$ cat config.mk
export PLATFORM = sky130hd
export DESIGN_NAME = spm_map_cmd
export DESIGN_NICKNAME = d
export VERILOG_FILES = /design/src/spm_map_mem.v /design/src/spm_map_cmd.v
export VERILOG_INCLUDE_DIRS = /design/src
export SDC_FILE = /design/constraint.sdc
export NUM_CORES = 1
export LEC_CHECK = 0
export BUFFER_PORTS_ARGS = -buffer_cell sky130_fd_sc_hd__buf_4
export CAP_MARGIN = 10
export CORE_MARGIN = 2
export CORE_UTILIZATION = 50
export CTS_CLUSTER_DIAMETER = 100
export DETAILED_ROUTE_END_ITERATION = 10
export PLACE_DENSITY = 0.7
export SKIP_CTS_REPAIR_TIMING = 1
export SYNTH_ARGS = -nofsm -noshare
export SYNTH_HDL_FRONTEND = slang
export SYNTH_SLANG_ARGS = --single-unit
$ cat constraint.sdc
create_clock -name clock_in -period 3.9 [get_ports clock_in]
set_input_delay 0.78 -clock clock_in [delete_from_list [all_inputs] [get_ports clock_in]]
set_output_delay 0.78 -clock clock_in [all_outputs]
set_load 0.005 [all_outputs]
$ cat src/spm_consts.vh
`ifndef SPM_CONSTS_VH
`define SPM_CONSTS_VH
`define SPM_OP_PREFIX0 8'h3d
`define SPM_OP_PREFIX1 8'h2a
`define SPM_OP_PREFIX2 8'h7f
`define SPM_OP_ERASE 8'hcf
`define SPM_OP_PROGRAM 8'hfc
`define SPM_OP_READ 8'h32
`define SPM_BYTE_PROT 8'hff
`define SPM_BYTE_UNPROT 8'h00
`define SPM_FACTORY_LOW_BYTES 8
`define SPM_READ_HDR_BYTES 4
`define SPM_CMD_BYTES 4
`define SPM_SUB_A_HI 7
`define SPM_SUB_A_LO 6
`define SPM_SUB_B_HI 5
`define SPM_SUB_B_LO 4
`define SPM_ERASE_TIME_NS 32'd20000
`define SPM_PROG_TIME_NS 32'd10000
`define SPM_CLK_NS 32'd10
`endif

$ cat src/spm_map_mem.v
module spm_map_mem #(
	parameter AW = 4,
	parameter DW = 8
) (
	input wire clock_in,
	input wire wr_en_in,
	input wire [AW-1:0] wr_addr_in,
	input wire [DW-1:0] wr_data_in,
	input wire [AW-1:0] rd_addr_in,
	output reg [DW-1:0] rd_data_out
);
	// working buffer one; contents simply overwritten, no reset needed
	reg [DW-1:0] mem [0:(1<<AW)-1];
	always @(posedge clock_in) begin
		if (wr_en_in) begin
			mem[wr_addr_in] <= wr_data_in;
		end
		rd_data_out <= mem[rd_addr_in];
	end
endmodule

$ cat src/spm_map_cmd.v
// How it works
// [RL1] sixteen byte nonvolatile map, one per sector
// [RL2] sectors 1-15: ffh protected, 00h unprotected
// [RL3] byte 0: bits 7:6 and 5:4 subsectors
// [RL4] factory state: bytes 0-7 hold 00h
// [RL5] host erases map before programming it
// [RL6] erase opcode sequence starts erase on deselect
// [RL7] busy reported during map erase
// [RL8] erase accepted regardless of protection enable, sets all bytes ffh
// [RL9] erased map with protection blocks array writes
// [RL10] program sequence plus sixteen bytes, then deselect
// [RL11] busy reported during map program
// [RL12] data index wraps after sixteen bytes
// [RL13] host sends all sixteen bytes
// [RL14] host writes only valid codes
// [RL15] program accepted regardless of protection enable
// [RL16] program uses data buffer 1
// [RL17] read: 32h, three dummies, then bytes out
// [RL18] host ignores data past sixteenth byte
// [RL19] deselect releases serial output
// [RL20] host limits map modifications
// [RL21] write-protect asserted blocks map erase/program
// [RL22] msb first, sample on rising clock
// [RL23] commands ignored while busy; the read command is not gated by busy and is served
`include "spm_consts.vh"
module spm_map_cmd #(
	parameter NSECT = 16,
	parameter AW = 4,
	parameter ERASE_CYC = `SPM_ERASE_TIME_NS / `SPM_CLK_NS,
	parameter PROG_CYC = `SPM_PROG_TIME_NS / `SPM_CLK_NS
) (
	input wire clock_in,
	input wire rst_in,
	input wire cs_n_in,
	input wire sck_in,
	input wire si_in,
	input wire wp_n_in,
	input wire prot_en_in,
	input wire [AW-1:0] sector_in,
	input wire subsector_b_in,
	output reg so_out,
	output reg so_oe_n_out,
	output wire ready_out,
	output wire sector_protected_out,
	output wire array_write_ok_out,
	output reg buf1_wr_out,
	output reg [AW-1:0] buf1_addr_out,
	output reg [7:0] buf1_data_out
);
	localparam ST_CMD = 3'h0;
	localparam ST_PDATA = 3'h1;
	localparam ST_RDUMMY = 3'h2;
	localparam ST_ROUT = 3'h3;
	localparam ST_IGNORE = 3'h4;
	localparam OP_NONE = 2'h0;
	localparam OP_ERASE = 2'h1;
	localparam OP_PROG = 2'h2;

	// synchronise pins; only the second stage is read
	reg [1:0] cs_s_r;
	reg [1:0] sck_s_r;
	reg [1:0] si_s_r;
	reg [1:0] wp_s_r;
	reg sck_d_r;
	always @(posedge clock_in) begin
		if (rst_in) begin
			cs_s_r <= 2'h3;
			sck_s_r <= 2'h0;
			si_s_r <= 2'h0;
			wp_s_r <= 2'h3;
			sck_d_r <= 1'b0;
		end else begin
			cs_s_r <= {cs_s_r[0], cs_n_in};
			sck_s_r <= {sck_s_r[0], sck_in};
			si_s_r <= {si_s_r[0], si_in};
			wp_s_r <= {wp_s_r[0], wp_n_in};
			sck_d_r <= sck_s_r[1];
		end
	end
	wire cs_n = cs_s_r[1];
	wire wp_n = wp_s_r[1];
	wire sck_rise = sck_s_r[1] & ~sck_d_r;
	wire sck_fall = ~sck_s_r[1] & sck_d_r;
	reg cs_d_r;
	always @(posedge clock_in) begin
		if (rst_in) begin
			cs_d_r <= 1'b1;
		end else begin
			cs_d_r <= cs_n;
		end
	end
	wire cs_rise = cs_n & ~cs_d_r;

	// map storage, reset only models power-up factory contents
	// [RL1] one byte per sector
	reg [7:0] map_r [0:NSECT-1];
	reg [2:0] state_r;
	reg [2:0] bit_r;
	reg [7:0] sh_r;
	reg [2:0] hdr_r;
	reg [AW-1:0] idx_r;
	reg [1:0] pend_r;
	reg [1:0] run_r;
	reg [31:0] tmr_r;
	reg [7:0] out_sh_r;
	reg [7:0] b0_r;
	reg [7:0] b1_r;
	reg [7:0] b2_r;
	reg [AW-1:0] commit_idx_r;
	reg busy_commit_done_r;
	reg commit_start_r;
	// [RL7] [RL11] busy while cycling
	wire busy = (run_r != OP_NONE);
	assign ready_out = ~busy;
	wire [7:0] byte_in = {sh_r[6:0], si_s_r[1]};
	wire byte_done = sck_rise & (bit_r == 3'h7);
	wire [7:0] rd_byte;

	// prefix decode of the first three bytes
	wire pfx_ok = (b0_r == `SPM_OP_PREFIX0) & (b1_r == `SPM_OP_PREFIX1) &
		(b2_r == `SPM_OP_PREFIX2);

	integer i;
	always @(posedge clock_in) begin
		if (rst_in) begin
			state_r <= ST_CMD;
			bit_r <= 3'h0;
			sh_r <= 8'h00;
			hdr_r <= 3'h0;
			idx_r <= {AW{1'b0}};
			pend_r <= OP_NONE;
			run_r <= OP_NONE;
			tmr_r <= 32'h0;
			b0_r <= 8'h00;
			b1_r <= 8'h00;
			b2_r <= 8'h00;
			buf1_wr_out <= 1'b0;
			buf1_addr_out <= {AW{1'b0}};
			buf1_data_out <= 8'h00;
			// [RL4] factory low bytes unprotected
			for (i = 0; i < NSECT; i = i + 1) begin
				map_r[i] <= (i < `SPM_FACTORY_LOW_BYTES) ? `SPM_BYTE_UNPROT :
					`SPM_BYTE_PROT;
			end
		end else begin
			buf1_wr_out <= 1'b0;
			// self-timed cycles; busy shown while running
			if (busy) begin
				if (tmr_r <= 32'h1) begin
					run_r <= OP_NONE;
					tmr_r <= 32'h0;
					// [RL8] erase fills ffh
					if (run_r == OP_ERASE) begin
						for (i = 0; i < NSECT; i = i + 1) begin
							map_r[i] <= `SPM_BYTE_PROT;
						end
					end
				end else begin
					tmr_r <= tmr_r - 32'h1;
				end
			end
			// [RL10] [RL16] commit ANDs buffer 1
			if (run_r == OP_PROG && !busy_commit_done_r) begin
				map_r[commit_idx_r] <= map_r[commit_idx_r] & rd_byte;
			end
			if (cs_n) begin
				state_r <= ST_CMD;
				bit_r <= 3'h0;
				hdr_r <= 3'h0;
				idx_r <= {AW{1'b0}};
				pend_r <= OP_NONE;
				// prot_en is not consulted, so sectors unprotect in place
				// [RL6] [RL15] [RL21] [RL23] deselect starts cycle
				if (cs_rise && pend_r != OP_NONE && !busy && wp_n) begin
					run_r <= pend_r;
					tmr_r <= (pend_r == OP_ERASE) ? ERASE_CYC : PROG_CYC;
				end
			end else if (sck_rise) begin
				// [RL22] msb first, rising edge
				sh_r <= byte_in;
				bit_r <= bit_r + 3'h1;
				if (byte_done) begin
					case (state_r)
						ST_CMD: begin
							hdr_r <= hdr_r + 3'h1;
							pend_r <= OP_NONE;
							if (hdr_r == 3'h0) begin
								b0_r <= byte_in;
								// [RL17] read opcode
								if (byte_in == `SPM_OP_READ) begin
									state_r <= ST_RDUMMY;
								end
							end else if (hdr_r == 3'h1) begin
								b1_r <= byte_in;
							end else if (hdr_r == 3'h2) begin
								b2_r <= byte_in;
							end else begin
								state_r <= ST_IGNORE;
								// [RL6] erase opcode
								if (pfx_ok && byte_in == `SPM_OP_ERASE) begin
									pend_r <= OP_ERASE;
								end
								// [RL10] program opcode
								if (pfx_ok && byte_in == `SPM_OP_PROGRAM) begin
									state_r <= ST_PDATA;
								end
							end
						end
						ST_PDATA: begin
							// [RL12] [RL16] [RL23] wrapping buffer index
							buf1_wr_out <= ~busy;
							buf1_addr_out <= idx_r;
							buf1_data_out <= byte_in;
							idx_r <= idx_r + {{(AW-1){1'b0}}, 1'b1};
							pend_r <= OP_PROG;
						end
						ST_RDUMMY: begin
							// [RL17] three dummy bytes
							hdr_r <= hdr_r + 3'h1;
							if (hdr_r == `SPM_READ_HDR_BYTES - 1) begin
								state_r <= ST_ROUT;
							end
						end
						ST_ROUT: begin
							idx_r <= idx_r + {{(AW-1){1'b0}}, 1'b1};
						end
						default: begin
							state_r <= ST_IGNORE;
						end
					endcase
				end
			end
		end
	end

	// commit walker: one byte per cycle from buffer 1
	// the program cycle must last at least NSECT+1 clocks or bytes are lost
	// [RL10] [RL16] walk buffer into map
	always @(posedge clock_in) begin
		if (rst_in) begin
			commit_idx_r <= {AW{1'b0}};
			busy_commit_done_r <= 1'b1;
			commit_start_r <= 1'b0;
		end else if (run_r == OP_PROG) begin
			commit_start_r <= 1'b1;
			if (!commit_start_r) begin
				busy_commit_done_r <= 1'b0;
				commit_idx_r <= {AW{1'b0}};
			end else if (!busy_commit_done_r) begin
				commit_idx_r <= commit_idx_r + {{(AW-1){1'b0}}, 1'b1};
				if (commit_idx_r == NSECT - 1) begin
					busy_commit_done_r <= 1'b1;
				end
			end
		end else begin
			commit_start_r <= 1'b0;
			busy_commit_done_r <= 1'b1;
		end
	end

	wire [AW-1:0] mem_rd_addr = commit_start_r ?
		commit_idx_r + {{(AW-1){1'b0}}, 1'b1} : {AW{1'b0}};
	// buffer 1 holds program data before commit
	spm_map_mem #(.AW(AW), .DW(8)) u_buf1 (
		.clock_in(clock_in),
		.wr_en_in(buf1_wr_out),
		.wr_addr_in(buf1_addr_out),
		.wr_data_in(buf1_data_out),
		.rd_addr_in(mem_rd_addr),
		.rd_data_out(rd_byte)
	);

	// read path shifts on falling edge; released on deselect
	// [RL17] [RL19] shift out, release
	always @(posedge clock_in) begin
		if (rst_in) begin
			so_out <= 1'b0;
			so_oe_n_out <= 1'b1;
			out_sh_r <= 8'h00;
		end else if (cs_n) begin
			so_oe_n_out <= 1'b1;
		end else if (state_r == ST_ROUT && sck_fall) begin
			so_oe_n_out <= 1'b0;
			if (bit_r == 3'h0) begin
				so_out <= map_r[idx_r][7];
				out_sh_r <= {map_r[idx_r][6:0], 1'b0};
			end else begin
				so_out <= out_sh_r[7];
				out_sh_r <= {out_sh_r[6:0], 1'b0};
			end
		end
	end

	// [RL2] [RL3] per-sector decode
	wire [7:0] sel = map_r[sector_in];
	wire sub_prot = subsector_b_in ?
		(sel[`SPM_SUB_B_HI:`SPM_SUB_B_LO] == 2'h3) :
		(sel[`SPM_SUB_A_HI:`SPM_SUB_A_LO] == 2'h3);
	assign sector_protected_out = (sector_in == {AW{1'b0}}) ? sub_prot :
		(sel == `SPM_BYTE_PROT);
	// [RL9] array writes refused
	assign array_write_ok_out = ~(prot_en_in & sector_protected_out);
endmodule

==> metrics.txt, run 1 <==
status=finished, final reports clean; fin. max-slew vios=0; RePlAce Congestion=0.988; register bit total from synthesis=390; first-pass GRT wire length=67.8 mm; syn_area_per_cell=12.5 sq um; CTS Buffer Depth=3; via count=12000; synthesized instance count=1452; GR Util All Layers=0.229; fillcell total=2884; Hold/Removal Path Class=register to register; worst path required time=3.12 ns; Port Buffers=29; starting density of the core=0.510; drt total wl=43.2 mm; RSZ-0062 raised after global routing=no; Die X=195 um; layout cell share with drive strength beyond 1=0.177; setup TNS=0 ns; fin area=20300 sq um; DR iter-0 viols=997; total I/O pin count=30; Pre-antenna DRT Iters=7; residual DRC count=0; vias per std cell=6.16; Post-synth ARST share=0; Die ar.=37900 sq um; normalized max-slew margin=0.205; root buffer cell=clkbuf_16; f_max=0.275 GHz; grt ovf=0; worst path arrival time=2.85 ns; Post-Route Utilization=0.568; total CTS buffers=41; CTS tree=done; Post-Syn Nets=1479; Crit Path Category=register to primary output; nets@finish=1487; site row count=69; Area after DPL=18800 sq um; DP Wirelength=30.2 mm; placed cells=1877; largest net degree at the start of global routing=65; worst slew pin tran=1.18 ns; Pwr Density=434 nW/um^2; clk slew on worst S/H paths=0.06 ns; LEAKAGE=6.56 nW; final setup fails=0; Final Skew=0.0183 ns; worst-path fanout max=3; initial antenna violation count=0; prevailing post-synth register cell=edfxtp_1; most common cell after layout, fill and taps aside=edfxtp_1; post-synth cell types=80; H-tree Lvls=2; Worst setup EP type=primary output; area grow syn2layout=11.4%; Max IR drop VDD=0.000390 V; clk_lat worst skew=0.53 ns; routed length per instance=22.2 um; Seq/Total Area, Yosys=0.571; commonest cells after routing, fill and taps aside=256 x edfxtp_1, 165 x nand2_1, 132 x dfxtp_1; CP startpoint kind=register; number of synthesized flops with an enable pin=256; Core Area=35700 sq um; Final Non-Filler Cells=1952; Mapped Area=18200 sq um; antenna-violating nets left=0; post-layout min period=3.63 ns; die height=195 um; number of global-route vias before repair=11800; clock sinks=390; Syn. warnings=0; # diodes=0; part of the cycle the worst path needs=0.932; Max Cap Viol=0; Final Hold Violating Endpoints=0; hold_ws=0.411 ns
## metrics by stage
step | power (mW) | worst slack, ns
2_1_floorplan | 4.61 | 0.668
4_1_cts | 8.85 | 0.327
3_3_place_gp | 4.67 | 0.370
6_report | 8.80 | 0.265
5_1_grt | 9.02 | 0.0598
3_5_place_dp | 4.67 | 0.383
## critical path, stage by stage (launching register included)
cell and delay [ns]:
edfxtp_1 0.40, nand4_1 0.23, mux4_2 0.49, or2_0 0.23, a2111oi_0 0.37, or4b_1 0.47
buf_4 0.15
## kinds of logic after synthesis
group / synth area share
and+or+nand+nor: 0.139
DFF: 0.571
AOI/OAI and AO/OA: 0.0832
muxes: 0.157
buffers and inverters: 0.0260
xor gates and xnor gates: 0.0135
adders and majority gates: 0.0103
## sequential cells by signal (all words and copies together) (netlist names), 2 cells and up, named ones only
register and cells:
b0_r 8, b1_r 8, b2_r 8, bit_r 3
buf1_addr_out 4, buf1_data_out 8, commit_idx_r 4, cs_s_r 2
hdr_r 3, idx_r 4, map_r 128, out_sh_r 7
pend_r 2, run_r 2, sck_s_r 2, sh_r 7
si_s_r 2, state_r 3, tmr_r 32, u_buf1.mem 128
u_buf1.rd_data_out 8, wp_s_r 2
## power by group
part	internal (mW)	switching [mW]
logic	0.0575	0.105
registers	4.40	0.0272
clock network	2.63	1.58
total	7.09	1.71
## per-layer routing
metal  track usage  vias to the layer above  routed length, um  share of wire
li1              -                     5528                  -              -
met3        0.0448                       88               3080          0.071
met5       0.00766                        -                 36        0.00083
met2         0.372                      474              20500           0.47
met1         0.308                     5925              18100           0.42
met4        0.0812                        2               1500          0.035
## final timing paths
| check | slack, ns | to | depth (start not counted) | startpoint |
|---|---|---|---|---|
| worst min register to register | 0.41 | cs_s_r[1]$_SDFF_PP1_ | 1 | cs_s_r[0]$_SDFF_PP1_ |
| worst max register to register | 0.70 | map_r[14][7]$_SDFFCE_PN1P_ | 5 | tmr_r[24]$_SDFF_PP0_ |
| worst max-delay path | 0.27 | array_write_ok_out | 6 | map_r[9][2]$_SDFFCE_PN1P_ |
| worst min-delay path | 0.41 | cs_s_r[1]$_SDFF_PP1_ | 1 | cs_s_r[0]$_SDFF_PP1_ |
## synthesized netlist by cell type (13+ instances only)
library cell | count | share of area
nand4_1 | 22 | 0.0076
edfxtp_1 | 256 | 0.42
nor2b_1 | 13 | 0.0045
clkbuf_1 | 56 | 0.012
nor3_1 | 24 | 0.0066
nand2b_1 | 17 | 0.0059
inv_1 | 15 | 0.0031
o21ai_0 | 23 | 0.0063
o21ai_1 | 35 | 0.0096
a21oi_1 | 39 | 0.011
and2_1 | 18 | 0.0062
a211oi_1 | 36 | 0.015
buf_2 | 14 | 0.0039
nor2_1 | 123 | 0.025
ha_1 | 15 | 0.010
nand2_1 | 165 | 0.034
mux2_2 | 13 | 0.0081
dfxtp_1 | 134 | 0.15
nand3_1 | 30 | 0.0083
xor2_1 | 21 | 0.010
mux2i_1 | 97 | 0.053
o21ai_2 | 22 | 0.011
mux4_2 | 77 | 0.095
## final cells by class
class                           count  area (sq um)  area share
Sequential cell                   390         10400       0.512
Multi-Input combinational cell    955          7340       0.363
Clock buffer                       57          1210      0.0597
Tap cell                          461           577      0.0285
Timing Repair Buffer               52           403      0.0199
Clock inverter                     17           272      0.0134
Inverter                           20          75.1     0.00371
No activity file was read; power rests on OpenSTA's default activity.
==> run 2: changes to the inputs <==
- clock period: 3.9 -> 4.3 ns (I/O delays scaled with it)
==> run 2 against run 1 <==
Final area decreased by 1.1%. Count of clock-buffer cells in the layout shrank 1. Via count down 1.3%. Hold slack worse by 0.0032 ns. Die area stayed put. Routed wire length fell by 2.3%. Core utilization shrank 0.62 points. Clock power fell by 18%. Global-route usage down 0.44 points. Critical path type is now input pin to primary output. Largest power group unchanged.
==> metrics.txt, run 2 (synthesis results as in run 1) <==
drt total wl=42.3 mm (-2.3%); site row count=69 (unchanged); commonest cells after routing, fill and taps aside=256 x edfxtp_1, 165 x nand2_1, 132 x dfxtp_1; LEAKAGE=6.45 nW (-1.7%); CTS tree=done; post-layout min period=3.76 ns; Crit. Startpoint=sector_in[1]; RePlAce Congestion=0.929 (-6.0%); vias per std cell=6.10 (-0.92%); setup slack after layout=0.539 ns (+0.274 ns); Final Hold Violating Endpoints=0 (unchanged); Final Non-Filler Cells=1944 (-0.41%); CP startpoint kind=input pin; GR Util All Layers=0.225 (-0.00438); Port Buffers=29 (unchanged); Core Area=35700 sq um (unchanged); Int Pwr=6.09 mW (-14%); RSZ-0062 raised after global routing=no; normalized max-slew margin=0.237 (+0.0318); clock sinks=390 (unchanged); clk_lat worst skew=0.53 ns (about the same); placed cells=1868 (-0.48%); first-pass GRT wire length=66.9 mm (-1.2%); grt ovf=0 (unchanged); Sw Pwr=1.53 mW (-10%); routed length per instance=21.7 um (-1.9%); largest registers=map_r x128, u_buf1.mem x128, tmr_r x32; Die X=195 um (unchanged); CTS Buffer Depth=3 (unchanged); # diodes=0 (unchanged); Reg area=10400 sq um (unchanged); H-tree Lvls=2 (unchanged); clk slew on worst S/H paths=0.06 ns (about the same); Worst setup EP type=primary output; fin. max-slew vios=0 (unchanged); initial antenna violation count=0 (unchanged); clock group share of total power=0.454 (-0.025); number of global-route vias before repair=11700 (-0.94%); RR Startpoint=commit_idx_r[0]$_SDFFE_PP0P_; root buffer cell=clkbuf_16; Pre-antenna DRT Iters=5 (-2); die height=195 um (unchanged); Max IR drop VDD=0.000298 V (-24%); nets@finish=1478 (-0.61%); worst path arrival time=2.90 ns (+0.05 ns); Hold/Removal Path Class=register to register; most common cell after layout, fill and taps aside=edfxtp_1; DP Wirelength=29.4 mm (-2.7%); Sw Share=0.201 (+0.00709); worst path required time=3.44 ns (+0.32 ns); Pwr Total=7.62 mW (-13%); Logic pwr share=0.019 (about the same); Die ar.=37900 sq um (unchanged); DR iter-0 viols=1147 (+15%); Final Skew=0.0150 ns (-0.00330 ns); layout cell share with drive strength beyond 1=0.171 (-0.00646); status=finished, final reports clean; residual DRC count=0 (unchanged); f_max=0.266 GHz; largest net degree at the start of global routing=65 (unchanged); final setup fails=0 (unchanged); setup TNS=0 ns (unchanged); total CTS buffers=40 (-2.4%); Crit Path Category=input pin to primary output; part of the cycle the worst path needs=0.875; area grow syn2layout=10.2%; fillcell total=2889 (+0.17%); Pwr Density=381 nW/um^2 (-12%); multi-input logic area=7340 sq um (unchanged); starting density of the core=0.510 (unchanged); antenna-violating nets left=0 (unchanged); register share of total power=0.526 (+0.023); Worst Hold Launch=cs_s_r[0]$_SDFF_PP1_; worst slew pin tran=1.14 ns (-0.0440 ns); worst-path fanout max=8 (+5); Max Cap Viol=0 (unchanged); Post-Route Utilization=0.562 (-0.00621); total I/O pin count=30 (unchanged); Place WS=0.589 ns (+0.206 ns); via count=11900 (-1.3%)
## run 2: cell type report
cell class | count | area share
clock inverter | 18 | 0.00737
multi-input combinational | 955 | 0.367
tap | 461 | 0.0288
sequential | 390 | 0.518
clock buffer | 56 | 0.0591
inverter | 20 | 0.00375
timing repair buffer | 44 | 0.0166
## run 2: power groups by stage
| stage | combinational [mW] | sequential [mW] | clock [mW] |
|---|---|---|---|
| 3_5_place_dp | 0.145 | 4.09 | 0 |
| 4_1_cts | 0.146 | 4.01 | 3.50 |
| 2_1_floorplan | 0.102 | 4.08 | 0 |
| 3_3_place_gp | 0.142 | 4.09 | 0 |
| 5_1_grt | 0.158 | 4.01 | 3.66 |
| 6_report | 0.147 | 4.01 | 3.46 |
## run 2: path summary, 6_finish.rpt
check	end	slack, ns	cells after the start
worst min-delay path	cs_s_r[1]$_SDFF_PP1_	0.41	1
worst max-delay path	array_write_ok_out	0.54	7
worst max register to register	u_buf1.rd_data_out[6]$_DFF_P_	1.11	7
worst min register to register	cs_s_r[1]$_SDFF_PP1_	0.41	1
## run 2: worst max-delay path, stage by stage
cell	delay (ns)
buf_4	0.14
inv_2	0.13
mux4_2	0.51
or2_0	0.24
a2111oi_0	0.39
or4b_1	0.48
buf_4	0.15
## run 2: routing by layer
metal | wire length [um] | vias up | track usage | part of all wire
li1 | - | 5509 | - | -
met1 | 17900 | 5814 | 0.313 | 0.42
met2 | 20500 | 474 | 0.373 | 0.49
met3 | 2990 | 61 | 0.0279 | 0.071
met4 | 884 | 0 | 0.0621 | 0.021
met5 | 0 | - | 0 | 0
## run 2: metrics by stage
stage,area (sq um),hold WS (ns)
6_report,20000,0.408
5_1_grt,20000,0.420
4_1_cts,20000,0.411
3_5_place_dp,18700,0.397
3_3_place_gp,18700,0.392
2_1_floorplan,18200,0.389
